`src/wwd_defs.svh`:
```
// Offsets, field positions, reset values and timing constants of the windowed watchdog
`ifndef WWD_DEFS_SVH
`define WWD_DEFS_SVH

`define WWD_OFS_RESTART   8'h00
`define WWD_OFS_MODE      8'h04
`define WWD_OFS_STATUS    8'h08
`define WWD_OFS_IRQ_PEND  8'h0C
`define WWD_OFS_IRQ_MASK  8'h10

`define WWD_KEY_MSB       31
`define WWD_KEY_LSB       24
`define WWD_KEY_VALUE     8'hA5
`define WWD_RESTART_BIT   0

`define WWD_UNF_BIT       0
`define WWD_ERR_BIT       1

`define WWD_MODE_RESET    32'h3FFF_2FFF
`define WWD_MASK_RESET    2'h3

`define WWD_PRESCALE      128
`define WWD_SLOW_DIV      763

`define WWD_RESP_OKAY     2'h0
`define WWD_RESP_SLVERR   2'h2

`endif

```
`src/wwd_pkg.sv`:
```
// Types shared by the windowed watchdog
package wwd_pkg;

  typedef logic [11:0] wwd_count_t;

  // Mode register layout, most significant field first
  typedef struct packed {
    logic [1:0]  unused;
    logic        idle_halt;
    logic        debug_halt;
    wwd_count_t  delta_window_value;
    logic        timer_disable;
    logic        processor_only_reset;
    logic        fault_reset_enable;
    logic        fault_irq_enable;
    wwd_count_t  counter_load_value;
  } wwd_mode_s;

  // Fault events in status bit order
  typedef struct packed {
    logic window_error_flag;
    logic underflow_flag;
  } wwd_flags_s;

endpackage

```
`src/wwd_top.sv`:
```
// Windowed watchdog timer with an AXI4-Lite register slave
//
// Added by the designer: the AXI4-Lite register port.
`timescale 1ns/100ps
`default_nettype none
`include "wwd_defs.svh"

module wwd_top #(
  parameter int SLOW_DIV = `WWD_SLOW_DIV,
  parameter int PRESCALE = `WWD_PRESCALE
) (
  // Clock and reset
  input  wire logic                 i_clk_sys,
  input  wire logic                 i_arst_n,
  // AXI4-Lite write address and data
  input  wire logic                 i_awvalid,
  output logic                      o_awready,
  input  wire logic [7:0]           i_awaddr,
  input  wire logic [2:0]           i_awprot,
  input  wire logic                 i_wvalid,
  output logic                      o_wready,
  input  wire logic [31:0]          i_wdata,
  input  wire logic [3:0]           i_wstrb,
  // AXI4-Lite write response
  output logic                      o_bvalid,
  input  wire logic                 i_bready,
  output logic [1:0]                o_bresp,
  // AXI4-Lite read
  input  wire logic                 i_arvalid,
  output logic                      o_arready,
  input  wire logic [7:0]           i_araddr,
  input  wire logic [2:0]           i_arprot,
  output logic                      o_rvalid,
  input  wire logic                 i_rready,
  output logic [31:0]               o_rdata,
  output logic [1:0]                o_rresp,
  // Processor state pins
  input  wire logic                 i_debug_state,
  input  wire logic                 i_idle_mode,
  // Fault outputs
  output logic                      o_irq,
  output logic                      o_fault,
  output logic                      o_proc_only_reset,
  output wwd_pkg::wwd_flags_s       o_flags
);
  import wwd_pkg::*;

  localparam int SDW = $clog2(SLOW_DIV);
  localparam int PSW = $clog2(PRESCALE);

  // Divider needs two states, prescaler wraps only at a power of two
  if (SLOW_DIV < 2 || PRESCALE < 2 || (1 << PSW) != PRESCALE)
  begin : g_param_check
    $error("wwd_top: SLOW_DIV must be >= 2 and PRESCALE a power of two >= 2");
  end

  function automatic logic addr_mapped(input logic [7:0] addr);
    addr_mapped = (addr == `WWD_OFS_RESTART) || (addr == `WWD_OFS_MODE) ||
                  (addr == `WWD_OFS_STATUS)  || (addr == `WWD_OFS_IRQ_PEND) ||
                  (addr == `WWD_OFS_IRQ_MASK);
  endfunction

  logic [7:0]   aw_addr_r;
  logic [31:0]  w_data_r;
  logic [3:0]   w_strb_r;
  logic         wr_go;
  logic         rd_go;
  logic         stat_rd;
  wwd_mode_s    mode_r;
  logic         mode_locked_r;
  wwd_count_t   count_r;
  wwd_flags_s   status_r;
  wwd_flags_s   pend_r;
  logic [1:0]   mask_r;
  logic [SDW-1:0] slow_cnt_r;
  logic [PSW-1:0] pres_r;
  logic         slow_en_r;
  logic [1:0]   dbg_sync_r;
  logic [1:0]   idle_sync_r;
  logic         running;
  logic         tick;
  logic         key_ok;
  logic         restart_req;
  logic         restart_ok;
  logic         mode_wr;
  wwd_flags_s   evt;

  // Pins from the processor domain, two flops before use
  always_ff @(posedge i_clk_sys or negedge i_arst_n)
  begin
    if (!i_arst_n)
    begin
      dbg_sync_r  <= 2'h0;
      idle_sync_r <= 2'h0;
    end
    else
    begin
      dbg_sync_r  <= {dbg_sync_r[0], i_debug_state};
      idle_sync_r <= {idle_sync_r[0], i_idle_mode};
    end
  end

  // Write channel: address and data taken in either order
  assign wr_go = !o_awready && !o_wready && !o_bvalid;

  always_ff @(posedge i_clk_sys or negedge i_arst_n)
  begin
    if (!i_arst_n)
    begin
      o_awready <= 1'b1;
      o_wready  <= 1'b1;
      o_bvalid  <= 1'b0;
      o_bresp   <= `WWD_RESP_OKAY;
      aw_addr_r <= 8'h00;
      w_data_r  <= 32'h0000_0000;
      w_strb_r  <= 4'h0;
    end
    else
    begin
      if (i_awvalid && o_awready)
      begin
        aw_addr_r <= i_awaddr;
        o_awready <= 1'b0;
      end
      if (i_wvalid && o_wready)
      begin
        w_data_r <= i_wdata;
        w_strb_r <= i_wstrb;
        o_wready <= 1'b0;
      end
      if (wr_go)
      begin
        o_bvalid <= 1'b1;
        o_bresp  <= addr_mapped(aw_addr_r) ? `WWD_RESP_OKAY : `WWD_RESP_SLVERR;
      end
      if (o_bvalid && i_bready)
      begin
        o_bvalid  <= 1'b0;
        o_awready <= 1'b1;
        o_wready  <= 1'b1;
      end
    end
  end

  // Partial-word writes to restart and mode are ignored: key and fields span several lanes
  assign key_ok      = w_data_r[`WWD_KEY_MSB:`WWD_KEY_LSB] == `WWD_KEY_VALUE;
  assign restart_req = wr_go && (aw_addr_r == `WWD_OFS_RESTART) && (w_strb_r == 4'hF) &&
                       key_ok && w_data_r[`WWD_RESTART_BIT];
  assign restart_ok  = restart_req && (count_r <= mode_r.delta_window_value);
  assign mode_wr     = wr_go && (aw_addr_r == `WWD_OFS_MODE) && (w_strb_r == 4'hF) &&
                       !mode_locked_r;

  // Read channel
  assign rd_go   = i_arvalid && o_arready;
  assign stat_rd = rd_go && (i_araddr == `WWD_OFS_STATUS);

  always_ff @(posedge i_clk_sys or negedge i_arst_n)
  begin
    if (!i_arst_n)
    begin
      o_arready <= 1'b1;
      o_rvalid  <= 1'b0;
      o_rdata   <= 32'h0000_0000;
      o_rresp   <= `WWD_RESP_OKAY;
    end
    else if (rd_go)
    begin
      o_arready <= 1'b0;
      o_rvalid  <= 1'b1;
      o_rresp   <= addr_mapped(i_araddr) ? `WWD_RESP_OKAY : `WWD_RESP_SLVERR;
      case (i_araddr)
        `WWD_OFS_MODE:     o_rdata <= mode_r;
        `WWD_OFS_STATUS:   o_rdata <= {30'h0000_0000, status_r};
        `WWD_OFS_IRQ_PEND: o_rdata <= {30'h0000_0000, pend_r};
        `WWD_OFS_IRQ_MASK: o_rdata <= {30'h0000_0000, mask_r};
        default:           o_rdata <= 32'h0000_0000;
      endcase
    end
    else if (o_rvalid && i_rready)
    begin
      o_rvalid  <= 1'b0;
      o_arready <= 1'b1;
    end
  end

  // Mode register, write once
  always_ff @(posedge i_clk_sys or negedge i_arst_n)
  begin
    if (!i_arst_n)
    begin
      mode_r        <= `WWD_MODE_RESET;
      mode_locked_r <= 1'b0;
    end
    else if (mode_wr)
    begin
      mode_r        <= w_data_r;
      mode_locked_r <= 1'b1;
    end
  end

  assign running = !mode_r.timer_disable &&
                   !(mode_r.debug_halt && dbg_sync_r[1]) &&
                   !(mode_r.idle_halt && idle_sync_r[1]);

  // Slow clock enable, then the divide-by-128 prescaler
  always_ff @(posedge i_clk_sys or negedge i_arst_n)
  begin
    if (!i_arst_n)
    begin
      slow_cnt_r <= '0;
      slow_en_r  <= 1'b0;
    end
    else
    begin
      slow_en_r  <= (slow_cnt_r == SDW'(SLOW_DIV - 1));
      slow_cnt_r <= (slow_cnt_r == SDW'(SLOW_DIV - 1)) ? '0 : slow_cnt_r + 1'b1;
    end
  end

  assign tick = running && slow_en_r && (pres_r == PSW'(PRESCALE - 1));

  always_ff @(posedge i_clk_sys or negedge i_arst_n)
  begin
    if (!i_arst_n)
      pres_r <= '0;
    else if (restart_ok || mode_wr)
      pres_r <= '0;
    else if (running && slow_en_r)
      pres_r <= pres_r + 1'b1;
  end

  // Down counter; reloads after an underflow so faults repeat each period
  assign evt.underflow_flag    = tick && (count_r == 12'h000);
  assign evt.window_error_flag = restart_req && !restart_ok;

  always_ff @(posedge i_clk_sys or negedge i_arst_n)
  begin
    if (!i_arst_n)
      count_r <= wwd_count_t'(`WWD_MODE_RESET);
    else if (mode_wr)
      count_r <= w_data_r[11:0];
    else if (restart_ok || evt.underflow_flag)
      count_r <= mode_r.counter_load_value;
    else if (tick)
      count_r <= count_r - 12'h001;
  end

  // Sticky flags; a new event beats the clearing read
  always_ff @(posedge i_clk_sys or negedge i_arst_n)
  begin
    if (!i_arst_n)
    begin
      status_r <= '0;
      pend_r   <= '0;
      mask_r   <= `WWD_MASK_RESET;
    end
    else
    begin
      status_r <= (stat_rd ? '0 : status_r) | evt;
      pend_r   <= (stat_rd ? '0 :
                   (wr_go && aw_addr_r == `WWD_OFS_IRQ_PEND ? pend_r & ~w_data_r[1:0]
                                                            : pend_r)) | evt;
      if (wr_go && aw_addr_r == `WWD_OFS_IRQ_MASK && w_strb_r[0])
        mask_r <= w_data_r[1:0];
    end
  end

  // Fault outputs to reset controller and interrupt logic
  always_ff @(posedge i_clk_sys or negedge i_arst_n)
  begin
    if (!i_arst_n)
    begin
      o_fault           <= 1'b0;
      o_proc_only_reset <= 1'b0;
      o_irq             <= 1'b0;
      o_flags           <= '0;
    end
    else
    begin
      o_fault <= (stat_rd ? 1'b0 : o_fault) |
                 (mode_r.fault_reset_enable && (|evt));
      o_proc_only_reset <= mode_r.processor_only_reset;
      o_irq   <= mode_r.fault_irq_enable && !stat_rd &&
                 (|(pend_r & mask_r));
      o_flags <= status_r;
    end
  end

endmodule
`default_nettype wire

```
`config.mk`:
```
export PLATFORM = sky130hd
export DESIGN_NAME = wwd_top
export DESIGN_NICKNAME = d
export VERILOG_FILES = /design/src/wwd_pkg.sv /design/src/wwd_top.sv
export VERILOG_INCLUDE_DIRS = /design/src /design/src/src
export SDC_FILE = /design/constraint.sdc
export NUM_CORES = 1
export LEC_CHECK = 0
export BUFFER_PORTS_ARGS = -buffer_cell sky130_fd_sc_hd__buf_2
export CAP_MARGIN = 20
export CORE_MARGIN = 1.5
export CORE_UTILIZATION = 60
export DETAILED_ROUTE_END_ITERATION = 16
export GPL_ROUTABILITY_DRIVEN = 0
export PLACE_DENSITY = 0.84
export SLEW_MARGIN = 20
export SYNTH_ARGS = -nofsm -noshare
export SYNTH_HDL_FRONTEND = slang
export SYNTH_SLANG_ARGS = --single-unit
```
`constraint.sdc`:
```
create_clock -name i_clk_sys -period 7.45 [get_ports i_clk_sys]
set_clock_uncertainty 0.05 [all_clocks]
set_input_delay 0.3725 -clock i_clk_sys [delete_from_list [all_inputs] [get_ports i_clk_sys]]
set_output_delay 0.3725 -clock i_clk_sys [all_outputs]
set_load 0.02 [all_outputs]
```
==> results.cfg <==
[status]
outcome = finished clean

[placement]
placement.io_buffers = 104
placedCellCount = 852
place_worst_setup_slack_ns = 4.59
dpl.hpwl_um = 11100

[layout]
layout.cells.non_filler = 887
layout.cells.most_common_list = sky130_fd_sc_hd__dfrtp_1, sky130_fd_sc_hd__nand2_1, sky130_fd_sc_hd__buf_2, sky130_fd_sc_hd__mux2_2, sky130_fd_sc_hd__dfstp_2
diodes = 0
layout_commonest_cell = sky130_fd_sc_hd__dfrtp_1
multiInputGateArea_um2 = 2830
final.fill_count = 797
final_layout_size_suffix_gt1_share_pct = 32.9
final-seq-area_um2 = 4080
final_net_count = 814
postLayoutCoreUtil_pct = 72.9
syn2layout_area_growth_pct = 18.4

[sta]
tightest_slew_ns = 1.04
layout_setup_ws_ns = 4.44
fin_crit_sh_pct = 40.3
timing.setup.tns_ns = 0
max_freq_mhz = 333
rsz_0062_raised_after_global_routing = no
final-hold-violation-count = 0
layout_min_cycle_time_ns = 3.01
final-setup-viol-count = 0
timing_max_transition_violations_final = 0
timing.slew.headroom_pct = 30.7

[drt]
drt_drc_violations_left = 0
routed_wl_um = 16100
drt_iter0_markers = 516
route.antenna.remaining_nets = 0
dr.pass1.iters = 5
via_count = 5343
drt-vias-per-instance = 6.02
routed_wire_length_per_instance_um = 18.2

[power_and_ir_drop]
ir_drop_uv = 184
leakage_nw = 3.94
post-layout-total-power_w = 0.00244
power.density_nw_per_um2 = 292

[synth]
syn_avg_cell_area_um2 = 11.4
synth_compound_gate_area_share_pct = 11.9
ys_types = 60
synth-main-ff-cell = sky130_fd_sc_hd__dfrtp_1
synth.cell_area_um2 = 7060
post_synth_simple_gate_area_pct = 14.3
synth_fa_ha_area_share_pct = 2.83
synth_enable_flop_cells = 0
synth.yosys.seq_area_share_pct = 57.8
postSynth.asyncResetShare_pct = 100
synthCells = 620
synth.largest_area_cell = sky130_fd_sc_hd__dfrtp_1
muxShareOfSynthArea_pct = 7.94
synth_top_cell_area_share_pct = 41.5
largest_family_of_logic_cells_by_synthesized_area = simple AND/OR/NAND/NOR gates
synth-warning-count = 0
synth_xor_xnor_area_share_pct = 2.60
netlist_top_cells_area = sky130_fd_sc_hd__dfrtp_1, sky130_fd_sc_hd__dfstp_2, sky130_fd_sc_hd__mux2_2
ys_ff_latch = 161

[setup_path]
worstSetupPathType = flip-flop to flip-flop
reg2regPathDepth = 9
critPathMaxFanout = 17
r2r_setup_slk_ns = 4.44
critical_path_end = count_r[1]$_DFFE_PN1P_
worstReg2RegEnd = count_r[1]$_DFFE_PN1P_
data_required_time_of_the_critical_path_ns = 7.73
critical_path.reg2reg.startpoint = mode_r[25]$_DFFE_PN1P_
cp_data_arrival_time_ns = 3.28
timing.critical_path.from = mode_r[25]$_DFFE_PN1P_
cp-end-kind = flip-flop
setup.worst_path.start_class = flip-flop

[die]
die_area_um2 = 12400
start_util_pct = 61.6
dieHeight_um = 111
die_width_um = 111
io_pins = 113
placement_rows = 39
core-area_um2 = 11500

[clock_network]
cts_resized = 0
clk-insertion-delay-late_ns = 0.42
root_buffer = sky130_fd_sc_hd__clkbuf_16
cts_made_buffers = 17
cts_tree = done
number_of_post_cts_setup_repair_buffers = 0
cts_max_path_buffers = 2
ctsHoldBuffers = 3
clk_pin_slew_worst_paths_ns = 0.06
ctsHtreeMaxLevel = 4
clock-sinks = 161

[global_routing]
grt_pass1_vias = 5412
grt_antenna_before_repair = 0
grt_start_max_net_pins = 85
gr-usage-all-layers_pct = 27.1
wire_length_of_the_first_global_routing_pass_um = 26600
global_route.overflow_total = 0

[job]
timing.max_cap.violations = 0

[hold_path]
hp-class = primary input to flip-flop
## worst min path at each step
| stage | start | to | slack, ns | depth (start not counted) |
|---|---|---|---|---|
| 6_report | i_arvalid | o_arready$_DFFE_PN1P_ | 0.05 | 2 |
| 5_1_grt | i_arvalid | o_arready$_DFFE_PN1P_ | 0.06 | 2 |
| 4_1_cts | i_arvalid | o_arready$_DFFE_PN1P_ | 0.04 | 2 |
| 3_5_place_dp | dbg_sync_r[0]$_DFF_PN0_ | dbg_sync_r[1]$_DFF_PN0_ | 0.29 | 0 |
| 3_3_place_gp | idle_sync_r[0]$_DFF_PN0_ | idle_sync_r[1]$_DFF_PN0_ | 0.29 | 0 |
| 2_1_floorplan | i_arst_n | aw_addr_r[0]$_DFFE_PN0P_ | 0.03 | 0 |
## routing by layer
layer / track usage, % / share of wire [%] / vias up / wire length (um)
met5: 0 / 0 / - / 0
met4: 10.7 / 2.1 / 0 / 335
met3: 6.21 / 7.3 / 40 / 1180
met2: 45.2 / 49 / 242 / 7940
met1: 34.9 / 41 / 2642 / 6660
li1: - / - / 2419 / -
## sequential cells by signal (all words and copies together) (netlist names), 4 cells and up
register and flops:
pres_r 7, mode_r 32, slow_cnt_r 10, o_rdata 32, count_r 12, w_data_r 32
w_strb_r 4, aw_addr_r 8
## stage by stage
stage,hold slack (ns),cell area (um2)
3_3_place_gp,0.286,7730
5_1_grt,0.0611,8360
4_1_cts,0.0443,8350
6_report,0.0543,8360
3_5_place_dp,0.291,7730
2_1_floorplan,0.0269,7070
## power breakdown
group	total [W]	internal, W	switching, W
combinational	0.000422	0.000216	0.000206
sequential	0.00116	0.00104	0.000126
clock	0.000856	0.000537	0.000319
total	0.00244	0.00179	0.000651
## cells in the mapped netlist, drive strengths merged, types with 9 or more instances
cell type  number
clkbuf         17
xnor2           9
mux2           48
xor2           12
dfrtp         117
inv            20
ha             16
dfstp          44
a22o           35
o21ai          33
nand2         112
a21oi          13
nor3           12
nor2           27
nand3          13
## layout make-up
cell class | instances | area share, %
timing repair buffer | 114 | 7.33
tap | 143 | 2.14
multi-input combinational | 417 | 33.8
inverter | 20 | 0.898
clock buffer | 27 | 6.13
sequential | 161 | 48.8
clock inverter | 5 | 0.898
## worst max-delay path: stages, from the launching register on
cell and delay (ns):
sky130_fd_sc_hd__dfstp_2 0.53, sky130_fd_sc_hd__inv_1 0.05, sky130_fd_sc_hd__ha_1 0.32, sky130_fd_sc_hd__a211o_1 0.30, sky130_fd_sc_hd__a21oi_1 0.18, sky130_fd_sc_hd__o211ai_1 0.17, sky130_fd_sc_hd__o21a_1 0.31, sky130_fd_sc_hd__o211ai_4 0.51
sky130_fd_sc_hd__o21ai_0 0.26, sky130_fd_sc_hd__o22ai_1 0.22
## cell families (layout without fill, tap and decap cells)
kind of cell	after synthesis	after routing
buffers and inverters	43	166
muxes	50	50
xor gates and xnor gates	21	21
and+or+nand+nor	211	211
AOI/OAI and AO/OA	117	117
adders and majority gates	16	16
DFF	161	161
other	1	2
(Power assumes the default switching activity.)
